## config.mk

```make
export PLATFORM = sky130hd
export DESIGN_NAME = emc_ctrl
export DESIGN_NICKNAME = d
export VERILOG_FILES = /design/src/core/emc_pkg.sv /design/src/core/emc_ser_clk.sv /design/src/core/emc_ctrl.sv
export SDC_FILE = /design/constraint.sdc
export NUM_CORES = 1
export LEC_CHECK = 0
export ABC_AREA = 1
export BUFFER_PORTS_ARGS = -buffer_cell sky130_fd_sc_hd__buf_2
export CAP_MARGIN = 15
export CORE_MARGIN = 1
export CORE_UTILIZATION = 50
export CTS_BUF_LIST = sky130_fd_sc_hd__clkbuf_2 sky130_fd_sc_hd__clkbuf_4 sky130_fd_sc_hd__clkbuf_8
export CTS_CLUSTER_DIAMETER = 40
export CTS_CLUSTER_SIZE = 16
export DETAILED_ROUTE_END_ITERATION = 16
export PLACE_DENSITY = 0.88
export SETUP_SLACK_MARGIN = 0.1
export SLEW_MARGIN = 25
export SYNTH_ARGS = -nofsm -noshare
export SYNTH_HDL_FRONTEND = slang
export SYNTH_HIERARCHICAL = 1
export SYNTH_SLANG_ARGS = --single-unit
```

## constraint.sdc

```tcl
create_clock -name mclk -period 1.9 [get_ports mclk]
set_input_delay 0.095 -clock mclk [delete_from_list [all_inputs] [get_ports mclk]]
set_output_delay 0.095 -clock mclk [all_outputs]
set_load 0.02 [all_outputs]
```

## src/core/emc_pkg.sv

```systemverilog
package emc_pkg;
  // address widths: 4 MB space is 2M words of 16 bits
  localparam int          ADDR_W        = 22;
  localparam logic [21:0] SPACE_MAX     = 22'h3FFFFF;
  localparam logic [21:0] SPACE_MAX_USB = 22'h0FFFFF;
  // code range and overlay sections
  localparam logic [21:0] CODE_MAX      = 22'h01FFFF;
  localparam int          SECT_LSB      = 14;
  localparam int          SECT_W        = 3;
  localparam int          SECTIONS      = 8;
  localparam logic [21:0] SECT_MASK     = 22'h003FFF;
  // space configuration encodings
  localparam logic [1:0]  CFG_X8        = 2'h0;
  localparam logic [1:0]  CFG_X16_PAIR  = 2'h1;
  localparam logic [1:0]  CFG_X16_ONE   = 2'h2;
  // access timing
  localparam int          CLK_MHZ       = 100;
  localparam int          CYC_NORMAL    = 2;
  localparam int          CYC_SLOW      = 8;
  localparam int          SER_KHZ       = 400;
  localparam int          SER_DIV       = (CLK_MHZ * 1000) / (SER_KHZ * 2);
  localparam int          CNT_W         = 8;
  typedef enum logic [1:0] {
    EMC_IDLE  = 2'b00,
    EMC_SETUP = 2'b01,
    EMC_PULSE = 2'b10,
    EMC_DONE  = 2'b11
  } emc_state_e;
endpackage : emc_pkg

```

## src/core/emc_ser_clk.sv

```systemverilog
`timescale 1ns/1ps
`default_nettype none
// divider producing serial port bit-rate enable and clock level
module emc_ser_clk #(
  parameter int DIV = emc_pkg::SER_DIV
) (
  // clock and reset
  input  wire logic mclk,
  input  wire logic sys_rst,
  // control
  input  wire logic run,
  // outputs
  output var  logic ser_clk,
  output var  logic ser_tick
);
  logic [emc_pkg::CNT_W-1:0] cnt;
  wire                       wrap = (cnt == emc_pkg::CNT_W'(DIV - 1));

  always_ff @(posedge mclk) begin
    if (sys_rst || !run) begin
      cnt      <= '0;
      ser_clk  <= 1'b0;
      ser_tick <= 1'b0;
    end else begin
      cnt      <= wrap ? '0 : cnt + 1'b1;
      ser_clk  <= wrap ? ~ser_clk : ser_clk;
      ser_tick <= wrap & ser_clk;
    end
  end
endmodule : emc_ser_clk
`default_nettype wire

```

## src/core/emc_ctrl.sv

```systemverilog
`timescale 1ns/1ps
`default_nettype none
module emc_ctrl #(
  parameter int RAM_TOP_SECT = 16
) (
  // clock and reset
  input  wire logic        mclk,
  input  wire logic        sys_rst,
  // configuration from firmware and strap pins
  input  wire logic        usb_host,
  input  wire logic        code_wide,
  input  wire logic        data_wide,
  input  wire logic [7:0]  overlay_en,
  input  wire logic        clk_fast,
  input  wire logic        boot_serial,
  input  wire logic        config_strap_pins,
  // processor request, byte address
  input  wire logic        req,
  input  wire logic        req_code,
  input  wire logic        req_write,
  input  wire logic [1:0]  req_be,
  input  wire logic [21:0] req_addr,
  input  wire logic [15:0] req_wdata,
  output logic             ack,
  output logic             addr_err,
  output logic [15:0]      rdata,
  // memory pins
  output logic             code_cs_n,
  output logic             data_cs_n,
  output logic [21:1]      mem_addr,
  output logic             byte_select_multi_pin,
  output logic             low_write_strobe,
  output logic             low_byte_lane_enable,
  output logic             mem_read_output_enable,
  output logic [15:0]      mem_dq_o,
  output logic             mem_dq_oe,
  input  wire logic [15:0] mem_dq_i,
  // serial boot port
  output logic             ser_clk,
  output logic             ser_tick
);
  ////////////////////////////////////////////////////////////////////////
  emc_pkg::emc_state_e state;
  emc_pkg::emc_state_e next_state;
  logic [emc_pkg::CNT_W-1:0] cnt;
  logic strap_x16_one;
  logic strap_taken;
  logic cur_code;
  logic cur_write;
  logic [1:0] cur_be;
  logic [21:0] cur_addr;
  logic ser_clk_w;
  logic ser_tick_w;

  always_ff @(posedge mclk) begin
    if (sys_rst) begin
      strap_taken   <= 1'b0;
      strap_x16_one <= 1'b0;
    end else if (!strap_taken) begin
      strap_taken   <= 1'b1;
      strap_x16_one <= config_strap_pins;
    end
  end

  ////////////////////////////////////////////////////////////////////////
  // space limit
  wire [21:0] space_max = usb_host ? emc_pkg::SPACE_MAX_USB : emc_pkg::SPACE_MAX;
  wire        in_range  = (req_addr <= space_max);
  // overlay only in code range; boot ROM is internal so never here
  wire        in_code   = (req_addr <= emc_pkg::CODE_MAX);
  wire [2:0]  sect      = req_addr[emc_pkg::SECT_LSB +: emc_pkg::SECT_W];
  wire        ovl_hit   = req_code && in_code && overlay_en[sect];
  // section s maps to block counted down from RAM top
  wire [7:0]  top_blk   = 8'(RAM_TOP_SECT - 1) - {5'h00, sect};
  wire [21:0] ovl_addr  = {top_blk, req_addr[emc_pkg::SECT_LSB-1:0]} & space_max;
  wire        go_code   = req_code && !ovl_hit;
  wire [21:0] phys_addr = ovl_hit ? ovl_addr : req_addr;

  // width per space; chosen per access
  wire        cur_wide  = cur_code ? code_wide : data_wide;
  wire [1:0]  cur_mode  = !cur_wide ? emc_pkg::CFG_X8 :
                          (strap_x16_one ? emc_pkg::CFG_X16_ONE : emc_pkg::CFG_X16_PAIR);
  // odd byte selects high lane in 8-bit space
  wire        hi_lane   = cur_addr[0];
  wire        in_pulse  = (state == emc_pkg::EMC_PULSE);
  wire        wr_pulse  = in_pulse && cur_write;
  // cycle length set by clock speed setting
  wire [emc_pkg::CNT_W-1:0] cyc_len = clk_fast ? emc_pkg::CNT_W'(emc_pkg::CYC_NORMAL)
                                               : emc_pkg::CNT_W'(emc_pkg::CYC_SLOW);
  wire        cnt_end   = (cnt == cyc_len - 1'b1);

  // strobes active low; multi pin is a low strobe except in 8-bit mode, where it carries address lsb
  wire next_multi = (cur_mode == emc_pkg::CFG_X8)       ? cur_addr[0] :
                    (cur_mode == emc_pkg::CFG_X16_PAIR) ? ~(wr_pulse && cur_be[1]) :
                                                          ~(in_pulse && cur_be[1]);
  wire next_lwr   = (cur_mode == emc_pkg::CFG_X16_PAIR) ? ~(wr_pulse && cur_be[0]) : ~wr_pulse;
  wire next_lbe   = (cur_mode == emc_pkg::CFG_X16_ONE)  ? ~(in_pulse && cur_be[0]) : 1'b1;
  wire next_oe    = ~(in_pulse && !cur_write);
  wire [15:0] x8_wdata = {8'h00, hi_lane ? req_wdata[15:8] : req_wdata[7:0]};
  wire [15:0] x8_rdata = hi_lane ? {mem_dq_i[7:0], 8'h00} : {8'h00, mem_dq_i[7:0]};

  ////////////////////////////////////////////////////////////////////////
  always_comb begin
    next_state = state;
    case (state)
      emc_pkg::EMC_IDLE: begin
        if (req && in_range) next_state = emc_pkg::EMC_SETUP;
      end
      emc_pkg::EMC_SETUP: next_state = emc_pkg::EMC_PULSE;
      emc_pkg::EMC_PULSE: begin
        if (cnt_end) next_state = emc_pkg::EMC_DONE;
      end
      emc_pkg::EMC_DONE:  next_state = emc_pkg::EMC_IDLE;
      default:            next_state = emc_pkg::EMC_IDLE;
    endcase
  end

  always_ff @(posedge mclk) begin
    if (sys_rst) begin
      state <= emc_pkg::EMC_IDLE;
      cnt   <= '0;
    end else begin
      state <= next_state;
      cnt   <= (state == emc_pkg::EMC_PULSE && !cnt_end) ? cnt + 1'b1 : '0;
    end
  end

  // request latch
  always_ff @(posedge mclk) begin
    if (sys_rst) begin
      cur_code  <= 1'b0;
      cur_write <= 1'b0;
      cur_be    <= 2'h0;
      cur_addr  <= '0;
    end else if (state == emc_pkg::EMC_IDLE && req && in_range) begin
      cur_code  <= go_code;
      cur_write <= req_write;
      cur_be    <= req_be;
      cur_addr  <= phys_addr;
    end
  end

  ////////////////////////////////////////////////////////////////////////
  // registered pin outputs; strobes idle high
  always_ff @(posedge mclk) begin
    if (sys_rst) begin
      code_cs_n              <= 1'b1;
      data_cs_n              <= 1'b1;
      mem_addr               <= '0;
      byte_select_multi_pin  <= 1'b1;
      low_write_strobe       <= 1'b1;
      low_byte_lane_enable   <= 1'b1;
      mem_read_output_enable <= 1'b1;
      mem_dq_o               <= '0;
      mem_dq_oe              <= 1'b0;
    end else begin
      code_cs_n              <= ~((state != emc_pkg::EMC_IDLE) && cur_code);
      data_cs_n              <= ~((state != emc_pkg::EMC_IDLE) && !cur_code);
      mem_addr               <= cur_addr[21:1];
      byte_select_multi_pin  <= (state == emc_pkg::EMC_IDLE) ? 1'b1 : next_multi;
      low_write_strobe       <= next_lwr;
      low_byte_lane_enable   <= next_lbe;
      mem_read_output_enable <= next_oe;
      mem_dq_o               <= (cur_mode == emc_pkg::CFG_X8) ? x8_wdata : req_wdata;
      mem_dq_oe              <= (state != emc_pkg::EMC_IDLE) && cur_write;
    end
  end

  // answer to processor
  always_ff @(posedge mclk) begin
    if (sys_rst) begin
      ack      <= 1'b0;
      addr_err <= 1'b0;
      rdata    <= '0;
    end else begin
      ack      <= (state == emc_pkg::EMC_DONE);
      addr_err <= (state == emc_pkg::EMC_IDLE) && req && !in_range;
      if (state == emc_pkg::EMC_DONE && !cur_write)
        rdata  <= (cur_mode == emc_pkg::CFG_X8) ? x8_rdata : mem_dq_i;
    end
  end

  ////////////////////////////////////////////////////////////////////////
  // serial boot port clock
  emc_ser_clk #(
    .DIV (emc_pkg::SER_DIV)
  ) u_ser (
    .mclk     (mclk),
    .sys_rst  (sys_rst),
    .run      (boot_serial),
    .ser_clk  (ser_clk_w),
    .ser_tick (ser_tick_w)
  );

  always_ff @(posedge mclk) begin
    if (sys_rst) begin
      ser_clk  <= 1'b0;
      ser_tick <= 1'b0;
    end else begin
      ser_clk  <= ser_clk_w;
      ser_tick <= ser_tick_w;
    end
  end

  ////////////////////////////////////////////////////////////////////////
  property p_no_dual_cs;
    @(posedge mclk) disable iff (sys_rst) !(!code_cs_n && !data_cs_n);
  endproperty
  a_no_dual_cs: assert property (p_no_dual_cs) else $error("both selects low");

  property p_range;
    @(posedge mclk) disable iff (sys_rst)
      (state == emc_pkg::EMC_IDLE && req && usb_host && req_addr > emc_pkg::SPACE_MAX_USB)
      |=> addr_err && state == emc_pkg::EMC_IDLE;
  endproperty
  a_range: assert property (p_range) else $error("out of range access accepted");

  property p_ack_slow;
    @(posedge mclk) disable iff (sys_rst)
      (state == emc_pkg::EMC_SETUP && !clk_fast) |-> ##10 ack;
  endproperty
  // slow cycle length
  // eight strobe cycles, one done cycle, then the registered ack
  a_ack_slow: assert property (p_ack_slow) else $error("slow cycle length wrong");

  property p_x8_lsb;
    @(posedge mclk) disable iff (sys_rst)
      (state == emc_pkg::EMC_PULSE && cur_mode == emc_pkg::CFG_X8)
      |=> byte_select_multi_pin == $past(cur_addr[0]);
  endproperty
  a_x8_lsb: assert property (p_x8_lsb) else $error("multi pin not address lsb");

  property p_oe_read;
    @(posedge mclk) disable iff (sys_rst)
      (state == emc_pkg::EMC_PULSE && cur_write) |=> mem_read_output_enable;
  endproperty
  a_oe_read: assert property (p_oe_read) else $error("read enable during write");

  property p_pair_hi;
    @(posedge mclk) disable iff (sys_rst)
      (in_pulse && cur_write && cur_mode == emc_pkg::CFG_X16_PAIR && cur_be == 2'h2)
      |=> !byte_select_multi_pin && low_write_strobe;
  endproperty
  a_pair_hi: assert property (p_pair_hi) else $error("paired high write wrong");

  property p_one_lbe;
    @(posedge mclk) disable iff (sys_rst)
      (in_pulse && cur_mode == emc_pkg::CFG_X16_ONE && cur_be[0]) |=> !low_byte_lane_enable;
  endproperty
  a_one_lbe: assert property (p_one_lbe) else $error("lower lane not enabled");

  property p_ovl;
    @(posedge mclk) disable iff (sys_rst)
      (state == emc_pkg::EMC_IDLE && req && in_range && ovl_hit) |=> !cur_code;
  endproperty
  a_ovl: assert property (p_ovl) else $error("overlay fetch not redirected");
endmodule : emc_ctrl
`default_nettype wire

```

* Yosys cells after proc, flatten, opt, wreduce, memory -nomap -nowiden *
Index checks and enable logic that the tools add are counted.
W data, S select, Z words.

storage, ports and cells
  register bits after elaboration = 112
  output and inout port bits = 64

cells by class
  add/sub/neg operators = 4
  order comparisons = 3
  equal/unequal tests = 9
  mux-type cells = 19
  bitwise gates (word level) = 13
  reduce and logical (&&, ||, !) cells = 34

operators by type and width
  operator                number
  $mux W22                2
  $mux W16                2
  $and A22 B22 Y22        1
  $le A22 B17 Y1 const B  1
  $le A22 B22 Y1          1
  $logic_and A1 B1 Y1     18
  $add A8 B1 Y8 const B   2
  $mux W8                 2
  $not A1 Y1              11
  $reduce_or A2 Y1        5
  $eq A8 B7 Y1 const B    1
  $eq A8 B8 Y1            1
  $mux W2                 4
  $pmux W2 S4             1
  $eq A2 B2 Y1 const B    3
  $logic_not A1 Y1        6
  $mux W1                 6
  $sub A4 B1 Y5 const B   1
  $sub A4 B3 Y5 const A   1
  $eq A2 B1 Y1 const B    2
  $logic_not A2 Y1        2
  $lt A3 B4 Y1 const B    1
  $mux W4                 1
  $bmux W1 S3             1
  6 further kinds         6

* Logic depth before layout (Yosys ltp) *
Gate-level depths: netlist of run 1.

  word-level depth = 7
  gate-level depth with buffers = 11
  depth with buffers taken out = 11

* Modules after synthesis *
Netlist of run 1, hierarchy kept.

by module, submodules not included
  module       times used  cells each  area each (um2)  seq. area each (um2)
  emc_ctrl     1           464         3754.9           2042.0
  emc_ser_clk  1           59          451.7            200.2

* Worst setup path before layout of run 1 *
Ideal clock, no wire load.

  path kind = register to register
  start point = register state[1]
  end point = register rdata[15]
  arrival time = 1.233 ns
  required time = 1.767 ns
  path slack = 0.534 ns
  stages on the path, launching flop included = 8
  cell sequence = dfxtp_1 > ha_1 > inv_1 > nor2_1 > inv_1 > buf_2 > nand2_1 > a31oi_1

between the ends
  cells in the longest elaborated chain, start to end = 2

ends and longest elaborated chain
  element                   RTL line         source
  start: declaration        emc_ctrl.sv:43   emc_pkg::emc_state_e state;
  start signal: assignment  emc_ctrl.sv:120  state <= emc_pkg::EMC_IDLE;
  start signal: assignment  emc_ctrl.sv:123  state <= next_state;
  $eq A2 B2 Y1              emc_ctrl.sv:178  if (state == emc_pkg::EMC_DONE && !cur_write)
  $logic_and A1 B1 Y1       emc_ctrl.sv:178
  end signal: assignment    emc_ctrl.sv:179  rdata <= (cur_mode == emc_pkg::CFG_X8) ? x8_rdata : mem_dq_i;
  end: declaration          emc_ctrl.sv:26   output logic [15:0] rdata,

No other way between the ends.
A chain may end at the register's enable or synchronous reset.

* Final worst setup path of run 1 *
  start point = register state[0]
  end point = register cur_addr[16]

between the ends
  cells in the longest elaborated chain, start to end = 3

ends and longest elaborated chain
  element                           RTL line         source
  $logic_not A2 Y1                  emc_ctrl.sv:135  end else if (state == emc_pkg::EMC_IDLE && req && in_range) begin
  $logic_and A1 B1 Y1 (2 in a row)  emc_ctrl.sv:135
  end signal: assignment            emc_ctrl.sv:139  cur_addr <= phys_addr;
  end: declaration                  emc_ctrl.sv:51   logic [21:0] cur_addr;

No other way between the ends.

==> results of run 1 <==
per-stage QoR:
step / area (um^2) / hold WS, ns / utilization / worst slack (ns)
after CTS: 5250 / 0.000929 / 0.642 / 0.195
after detailed placement: 4950 / 0.334 / 0.605 / 0.229
after global routing: 5260 / 0.00713 / 0.644 / 0.130
after global placement: 4950 / 0.326 / 0.605 / 0.314
after floorplan: 4210 / 0.165 / - / 0.534
final: 5260 / 0.0198 / 0.644 / 0.297
where the power goes:
part           total (mW)  internal [mW]  switching, mW
Clock                1.37          0.636          0.738
Combinational        1.14          0.385          0.753
Sequential           2.74           2.63          0.104
cells in the final DEF, fill, tap and decap left out, drive strengths merged, types with 5 or more instances in the layout:
master | synthesis | final
nand2 | 83 | 83
nand3 | 46 | 46
nor2 | 72 | 72
inv | 68 | 68
a31oi | 8 | 8
dfxtp | 112 | 112
a21oi | 45 | 45
buf | 13 | 142
o21ai | 37 | 37
dlygate4sd3 | 0 | 11
clkbuf | 6 | 10
ha | 8 | 8
nand4 | 5 | 5
tightest hold or removal path: stages:
cell,delay (ns)
buf_2,0.08
o21ai_0,0.09
nor2_1,0.08
logic make-up (layout without fill, tap and decap cells):
logic type,Yosys count,in the layout
adders and majority gates,8,8
DFF,112,112
and+or+nand+nor,215,215
xor gates and xnor gates,5,5
buffers and inverters,88,237
AOI/OAI and AO/OA,95,95
state kept, by name (all words and copies together) (netlist names), 2 cells and up:
name and count:
cur_addr 22, mem_addr 21, mem_dq_o 16, rdata 16, cnt 8, u_ser/cnt 8, cur_be 2, state 2
metal layers:
layer / vias up / part of all wire / global-route usage
li1: 1956 / - / -
met2: 134 / 0.47 / 0.400
met3: 18 / 0.077 / 0.0502
met1: 1719 / 0.43 / 0.252
met4: 0 / 0.019 / 0.0987
met5: - / 0 / 0
worst min-delay path by stage:
stage | start | depth (start not counted) | end
2_1_floorplan | sys_rst | 1 | u_ser/ser_tick
3_3_place_gp | req_wdata[13] | 3 | mem_dq_o[13]
3_5_place_dp | req_wdata[10] | 3 | mem_dq_o[10]
4_1_cts | req_be[0] | 3 | cur_be[0]
5_1_grt | req_be[0] | 3 | cur_be[0]
6_report | req_be[0] | 3 | cur_be[0]
synthesized netlist by cell type, drive strengths merged:
cell type | n | area (um^2)
dfxtp | 112 | 2240
nand2 | 83 | 332
nor2 | 72 | 285
inv | 68 | 255
nand3 | 46 | 230
a21oi | 45 | 233
o21ai | 37 | 193
buf | 13 | 88.8
a31oi | 8 | 50.1
ha | 8 | 100
clkbuf | 6 | 22.5
nand4 | 5 | 31.3
nor3 | 4 | 25.0
or2 | 3 | 18.8
xnor2 | 3 | 26.3
a21o | 2 | 15.0
xor2 | 2 | 17.5
clkinv | 1 | 3.75
nor3b | 1 | 7.51
nor4 | 1 | 6.26
o2111ai | 1 | 8.76
o211ai | 1 | 7.51
o21a | 1 | 7.51
timing repair:
action	4_1_cts	5_1_grt
endpoints found under the setup margin	0	7
buffers inserted	0	0
endpoints found under the hold margin	18	0
hold buffers	11	0
resized for setup	0	1
final cells by class:
cell class                 instances  area, um^2
sequential                       112        2240
timing repair buffer             153         831
clock buffer                      10         138
clock inverter                     5        57.6
multi-input combinational        323        1600
fill                             685        2910
inverter                          69         259
tap                              105         131
==> impl_metrics.tcl, run 1 <==
set metrics [dict create \
    crit_path_max_incr_delay_ns 0.35 \
    ant_nets 0 \
    critPathSlowestCell "dfxtp_1" \
    synth_nets 606 \
    core_um2 8180 \
    required_ns 2.15 \
    cts.sink_count 112 \
    rr_startpoint "state[0]" \
    initial_core_util 0.515 \
    end_kind "flop" \
    min_period_ns 1.60 \
    cp.depth 8 \
    synth_top_family_by_area "simple AND/OR/NAND/NOR gates" \
    synth_mux_area_frac 0 \
    dieArea_um2 8780 \
    final-setup-viol-count 0 \
    drv_cap 0 \
    first_pass_iters 4 \
    rrSetupSlack_ns 0.30 \
    ir_worst_vdd_mv 0.564 \
    synthesis.instances 523 \
    crit_type "flop to flop" \
    fin_nets 751 \
    synth_compound_area_frac 0.122 \
    grt_pass1_wl_um 15500 \
    final_cells 777 \
    cts_inserted_buffers 9 \
    ys_types 36 \
    n_antenna_cell 0 \
    netlist_area_um2 4210 \
    finClkSkew_ns 0.00992 \
    die_w_um 93.7 \
    crit_start "state[0]" \
    start_kind "flop" \
    cts_tree "done" \
    antenna_found_initial 1 \
    max_freq_mhz 624 \
    hold_class "input pin to flop" \
    powerDensity_nw_per_um2 997 \
    grt_max_degree 49 \
    worst-path-buf-inv 3 \
    worstReg2RegEnd "cur_addr[16]" \
    area_growth_pct 25.1 \
    dp_hpwl_um 6980 \
    yosysSeqAreaShare 0.533 \
    clock_path_buffers 2 \
    wl_per_cell_um 12.4 \
    tightest_slew_ns 0.503 \
    grt-ovfl-total 0 \
    clock_latency_ns 0.36 \
    path_clk_slew_ns 0.10 \
    crit_top_cell "inv_1" \
    status "finished clean" \
    ios 139 \
    drive_above_1_share 0.256 \
    crit_family "simple AND/OR/NAND/NOR gates" \
    rows 33 \
    drt-total-wl_um 9630 \
    fp.dieH_um 93.7 \
    slew_headroom 0.665 \
    yosysWarningCount 6 \
    synth_adder_area_share 0.0238 \
    crit_end "cur_addr[16]" \
    synth_xor_area_frac 0.0104 \
    h-tree-depth 3 \
    numPortBuffers 138 \
    finalSetupTns_ns 0 \
    crit_arrival_ns 1.85 \
    place_congestion 0.888 \
    drcViolationCount 0 \
    avgSynthCellArea_um2 8.04 \
    path_cells "inv_1 > ha_1 > nand2_1 > inv_1 > nand2_8 > inv_2 > o21ai_0 > nor2_1" \
    grt_use_total 0.224 \
    vias 3827 \
    reg2reg_depth 8 \
    ys_ff_latch 112 \
    grt_pass1_vias 3594 \
    drv_slew 0 \
    synthSimpleGateAreaFrac 0.222 \
    critPathMaxFanout 45 \
    design_power_total_mw 5.25 \
    drtIter0Drc 174 \
    place_inst 751 \
    via_per_inst 4.93 \
    finalCritPeriodShare 0.844 \
    clockRootBuffer "clkbuf_8" \
    rsz0062_at_grt "no" \
    hold_viol 0 \
    power_leakage_nw 2.42 \
]
Power figures use the tool's default switching activity.
==> run 2, diff against run 1 <==
==> constraint.sdc (replaced) <==
create_clock -name mclk -period 1.6 [get_ports mclk]
set_input_delay 0.08 -clock mclk [delete_from_list [all_inputs] [get_ports mclk]]
set_output_delay 0.08 -clock mclk [all_outputs]
set_load 0.02 [all_outputs]
==> impl_metrics.tcl, run 2 (synthesis gave the netlist of run 1 again) <==
set metrics [dict create \
    status "finished clean" \
    numPortBuffers 138 \
    rows 33 \
    path_cells "or2_1 > o21ai_2 > inv_4 > nor2_4 > buf_12 > o21ai_0 > a21oi_1" \
    crit_arrival_ns 1.71 \
    final_cells 805 \
    critPathMaxFanout 24 \
    postPlaceCellArea_um2 5000 \
    max_freq_mhz 705 \
    h-tree-depth 3 \
    ios 139 \
    grt-ovfl-total 0 \
    fin_nets 778 \
    cts_inserted_buffers 9 \
    drv_cap 0 \
    drcViolationCount 0 \
    n_fill_cell 588 \
    core_um2 8180 \
    largest-register "cur_addr" \
    finalCritPeriodShare 0.887 \
    drv_slew 0 \
    n_antenna_cell 0 \
    powerDensity_nw_per_um2 1180 \
    ir_worst_vdd_mv 0.758 \
    antenna_found_initial 0 \
    clock_path_buffers 2 \
    finClkSkew_ns 0.0118 \
    end_kind "flop" \
    fp.dieH_um 93.7 \
    slew_headroom 0.678 \
    drive_above_1_share 0.267 \
    power_leakage_nw 2.56 \
    hold_viol 0 \
    dp_hpwl_um 7050 \
    layout_common_cells "buf_2, dfxtp_1, nand2_1" \
    path_clk_slew_ns 0.11 \
    die_w_um 93.7 \
    tightest_slew_ns 0.482 \
    via_per_inst 5.03 \
    place_congestion 0.847 \
    design_power_total_mw 6.56 \
    ant_nets 0 \
    wl_per_cell_um 12.9 \
    grt_use_total 0.233 \
    cts.sink_count 112 \
    grt_pass1_wl_um 16200 \
    clock_latency_ns 0.36 \
    whs_ns 0.00936 \
    rsz0062_at_grt "yes" \
    clockRootBuffer "clkbuf_8" \
    initial_core_util 0.515 \
    final-setup-viol-count 0 \
    vias 4049 \
    cts_tree "done" \
    area_growth_pct 32.4 \
    min_period_ns 1.42 \
    grt_max_degree 31 \
    final_common_cell "buf_2" \
    finalSetupTns_ns 0 \
    dieArea_um2 8780 \
    drt-total-wl_um 10400 \
    place_inst 755 \
    final_area_um2 5570 \
    crit_type "flop to flop" \
    crit_path_max_incr_delay_ns 0.34 \
    required_ns 1.89 \
    hold_class "input pin to flop" \
    start_kind "flop" \
    top_regs "cur_addr: 22 flops, mem_addr: 21 flops" \
    drtIter0Drc 198 \
    largest_reg_flops 22 \
    grt_pass1_vias 3719 \
    first_pass_iters 5 \
    critPathSlowestCell "dfxtp_2" \
]
-- run 2: cell count changes in the layout (fill, tap and decap cells not counted), sizes merged --
cell         change
inv              +1
dlygate4sd3     +18
buf              +9
clkbuf           -1
bufinv           +1
-- run 2: repair_timing --
action,CTS,global route
pin swaps,0,2
setup buffers,0,5
setup endpoints to repair,12,36
endpoints found under the hold margin,33,0
resized for setup,2,6
hold buffers,29,0
-- run 2: layout make-up --
type / instances / area (um^2) / area share
clock buffer: 9 / 124 / 0.0222
clock inverter: 7 / 93.8 / 0.0169
inverter: 69 / 265 / 0.0476
multi-input combinational: 323 / 1610 / 0.288
sequential: 112 / 2240 / 0.403
tap: 105 / 131 / 0.0236
timing repair buffer: 180 / 1100 / 0.198
-- run 2: worst paths after layout --
kind / from / depth (start not counted) / endpoint / slack [ns]
worst max-delay path: cur_code / 7 / mem_dq_o[3] / 0.18
worst min-delay path: mem_dq_i[1] / 3 / rdata[1] / 0.009
worst max register to register: cur_code / 7 / mem_dq_o[3] / 0.18
worst min register to register: cur_code / 1 / code_cs_n / 0.41
-- run 2: stage by stage --
stage | utilization | setup WS [ns]
2_1_floorplan | - | 0.234
3_3_place_gp | 0.612 | 0.112
3_5_place_dp | 0.612 | 0.0221
4_1_cts | 0.676 | 0.100
5_1_grt | 0.681 | 0.0864
6_report | 0.681 | 0.181
-- run 2: per-layer routing --
metal / up-vias / global-route usage / wire, um
li1: 2016 / - / -
met1: 1864 / 0.271 / 4320
met2: 155 / 0.408 / 4970
met3: 14 / 0.0647 / 954
met4: 0 / 0.0833 / 143
met5: - / 0 / 0
-- run 2: where the power goes --
group / total (mW) / internal (mW) / switching, mW
combinational: 1.52 / 0.571 / 0.946
sequential: 3.25 / 3.13 / 0.122
clock: 1.79 / 0.882 / 0.911
total: 6.56 / 4.58 / 1.98
-- run 2: critical path, delay by kind of cell (launching register included) --
family | cells | cell delay (ns)
simple gates | 2 | 0.39
flops | 1 | 0.34
compound gates | 3 | 0.34
buf+inv | 2 | 0.29
==> run 3, diff against run 2 <==
--- a/config.mk
+++ b/config.mk
@@ -8,7 +8,6 @@
 export ABC_AREA = 1
 export BUFFER_PORTS_ARGS = -buffer_cell sky130_fd_sc_hd__buf_2
 export CAP_MARGIN = 15
-export CORE_MARGIN = 1
 export CORE_UTILIZATION = 50
 export CTS_BUF_LIST = sky130_fd_sc_hd__clkbuf_2 sky130_fd_sc_hd__clkbuf_4 sky130_fd_sc_hd__clkbuf_8
 export CTS_CLUSTER_DIAMETER = 40
@@ -19,5 +18,4 @@
 export SLEW_MARGIN = 25
 export SYNTH_ARGS = -nofsm -noshare
 export SYNTH_HDL_FRONTEND = slang
-export SYNTH_HIERARCHICAL = 1
 export SYNTH_SLANG_ARGS = --single-unit
==> impl_metrics.tcl, run 3 <==
set metrics [dict create \
    status "finished clean" \
    synthTopCellsByArea "dfxtp_1, nand2_1, inv_1" \
    place_congestion 0.816 \
    largest_reg_flops 22 \
    reg2reg_depth 7 \
    combPwrFrac 0.249 \
    cp.depth 14 \
    h-tree-depth 3 \
    crit_path_max_incr_delay_ns 0.52 \
    numPortBuffers 138 \
    clock_path_buffers 2 \
    path_clk_slew_ns 0.09 \
    dp_hpwl_um 7320 \
    critPathMaxFanout 3 \
    synth_ff_type "dfxtp_1" \
    net-switching-power_mw 1.99 \
    via_per_inst 5.06 \
    hold_viol 0 \
    power_leakage_nw 2.61 \
    rows 32 \
    synthesis.instances 515 \
    synth_top_area_frac 0.541 \
    area_growth_pct 34.7 \
    initial_core_util 0.526 \
    hold_class "input pin to flop" \
    n_fill_cell 601 \
    ir_worst_vdd_mv 0.630 \
    final-setup-viol-count 0 \
    worst-path-buf-inv 3 \
    multi_input_area_um2 1580 \
    path_cells "dlygate4sd3_1 > buf_2 > nand2_1 > nor2_1 > nand2_1 > nor2_1 > nand2_1 > nand2_4 > buf_6 > nand2_1 > nand2_2 > nand3_2 > nand2_2 > nor2_1" \
    cts_tree "done" \
    netlist_area_um2 4150 \
    clock_latency_ns 0.36 \
    place_inst 748 \
    synth_common_cells "dfxtp_1, nand2_1, inv_1, nor2_1, a21oi_1" \
    async_reset_ff_frac 0 \
    crit_arrival_ns 1.73 \
    drv_cap 0 \
    drt-total-wl_um 10500 \
    critPathSlowestCell "dlygate4sd3_1" \
    drtIter0Drc 148 \
    avgSynthCellArea_um2 8.05 \
    fp.dieH_um 93.1 \
    fin_nets 778 \
    grt_pass1_vias 3651 \
    grt_pass1_wl_um 16100 \
    first_pass_iters 4 \
    die_w_um 93.1 \
    drive_above_1_share 0.269 \
    start_kind "input pin" \
    powerDensity_nw_per_um2 1160 \
    antenna_found_initial 1 \
    final_common_cell "buf_2" \
    grt_use_total 0.237 \
    p_int_mw 4.46 \
    top_regs "cur_addr: 22 flops, mem_addr: 21 flops" \
    required_ns 1.86 \
    slew_headroom 0.662 \
    final-seq-area_um2 2240 \
    grt-ovfl-total 0 \
    grt_max_degree 49 \
    vias 4051 \
    worstReg2RegEnd "rdata[6]" \
    cts.sink_count 112 \
    min_from "req_addr[13]" \
    final_cells 801 \
    rr_startpoint "cur_code" \
    yosysSeqAreaShare 0.541 \
    hold_path_depth 3 \
    yosysMostFrequentCell "dfxtp_1" \
    synth_nets 598 \
    layout_common_cells "buf_2, dfxtp_1, nand2_1" \
    power_frac_seq 0.505 \
    ios 139 \
    finalSetupTns_ns 0 \
    dieArea_um2 8660 \
    drcViolationCount 0 \
    wl_per_cell_um 13.2 \
    ys_ff_latch 112 \
    tightest_slew_ns 0.506 \
    synth_edf_count 0 \
    yosysTopAreaCell "dfxtp_1" \
    core_um2 7890 \
    largest-register "cur_addr" \
    crit_top_cell "nand2_1" \
    rrSetupSlack_ns 0.24 \
    crit_family "simple AND/OR/NAND/NOR gates" \
    rsz0062_at_grt "yes" \
    crit_type "input pin to flop" \
    drv_slew 0 \
    yosysWarningCount 0 \
    min_to "cur_addr[13]" \
    finalCritPeriodShare 0.918 \
    finClkSkew_ns 0.0118 \
    clockRootBuffer "clkbuf_8" \
    clkPwrFrac 0.245 \
    ys_types 33 \
    min_period_ns 1.47 \
    switching_share 0.308 \
    end_kind "flop" \
    max_freq_mhz 681 \
    ant_nets 0 \
    cts_inserted_buffers 9 \
]
[run 3: cell count changes after synthesis, sizes merged, moves of 2 or more]
| cell | before | now |
|---|---|---|
| a21oi | 45 | 47 |
| xnor2 | 3 | 0 |
| buf | 13 | 10 |
| clkbuf | 6 | 9 |
| nor2 | 72 | 64 |
| o21ai | 37 | 34 |
| nor3b | 1 | 5 |
| a31oi | 8 | 10 |
| nand3 | 46 | 42 |
[run 3: cell families after synthesis]
group,share of synthesized area
AO/OA/AOI/OAI,0.122
XOR/XNOR,0.00634
adder cells (fa/ha/maj),0.0241
buffers and inverters,0.0881
flip-flops,0.541
AND/OR/NAND/NOR,0.218
[run 3: area by class of cell]
| cell class | count | share of cell area |
|---|---|---|
| Clock inverter | 4 | 0.00851 |
| Multi-Input combinational cell | 315 | 0.283 |
| Clock buffer | 10 | 0.0235 |
| Inverter | 70 | 0.0475 |
| Antenna cell | 1 | 0.000448 |
| Sequential cell | 112 | 0.402 |
| Tap cell | 102 | 0.0229 |
| Timing Repair Buffer | 187 | 0.213 |
[run 3: power by group through the flow]
stage	logic, mW	clock network (mW)	registers (mW)
after global routing	1.78	1.74	3.29
after global placement	1.35	0	3.31
final	1.61	1.58	3.26
after detailed placement	1.39	0	3.32
after floorplan	0.711	0	3.49
after CTS	1.46	1.61	3.26
[run 3: routing by layer]
metal  routed length (um)  share of wire  vias up  global-route usage
met1                 4300           0.41     1842               0.266
met4                  176          0.017        0              0.0897
met5                    0              0        -                   0
li1                     -              -     2018                   -
met3                  712          0.068       16              0.0585
met2                 5360           0.51      175               0.432
[run 3: what timing repair did]
action	4_1_cts	5_1_grt
setup endpoints to repair	0	38
resized for setup	0	28
setup buffers	0	4
hold buffers	32	0
hold endpoints to repair	39	0
[run 3: worst max-delay path by stage]
stage              endpoint          from  slack [ns]
2_1_floorplan      rdata[8]      state[1]        0.19
3_5_place_dp   cur_addr[11]      usb_host        0.01
3_3_place_gp    cur_addr[2]  req_addr[21]        0.09
4_1_cts        cur_addr[11]  req_addr[18]        0.12
5_1_grt            state[1]   req_addr[7]        0.02
6_report           state[1]   req_addr[9]        0.13
[run 3: stage by stage]
stage                     power [mW]  worst slack [ns]   util  area (um^2)  hold slack (ns)
after global placement          4.66            0.0876  0.629         4960            0.314
after detailed placement        4.72            0.0123  0.629         4960            0.317
final                           6.45             0.131  0.708         5580          0.00874
after CTS                       6.33             0.124  0.693         5460         0.000435
after floorplan                 4.20             0.185      -         4150            0.162
after global routing            6.81            0.0194  0.708         5580          0.00110
[run 3: worst min-delay path, stage by stage]
cell	delay (ns)
buf_2	0.09
o21ai_1	0.06
a21oi_1	0.10
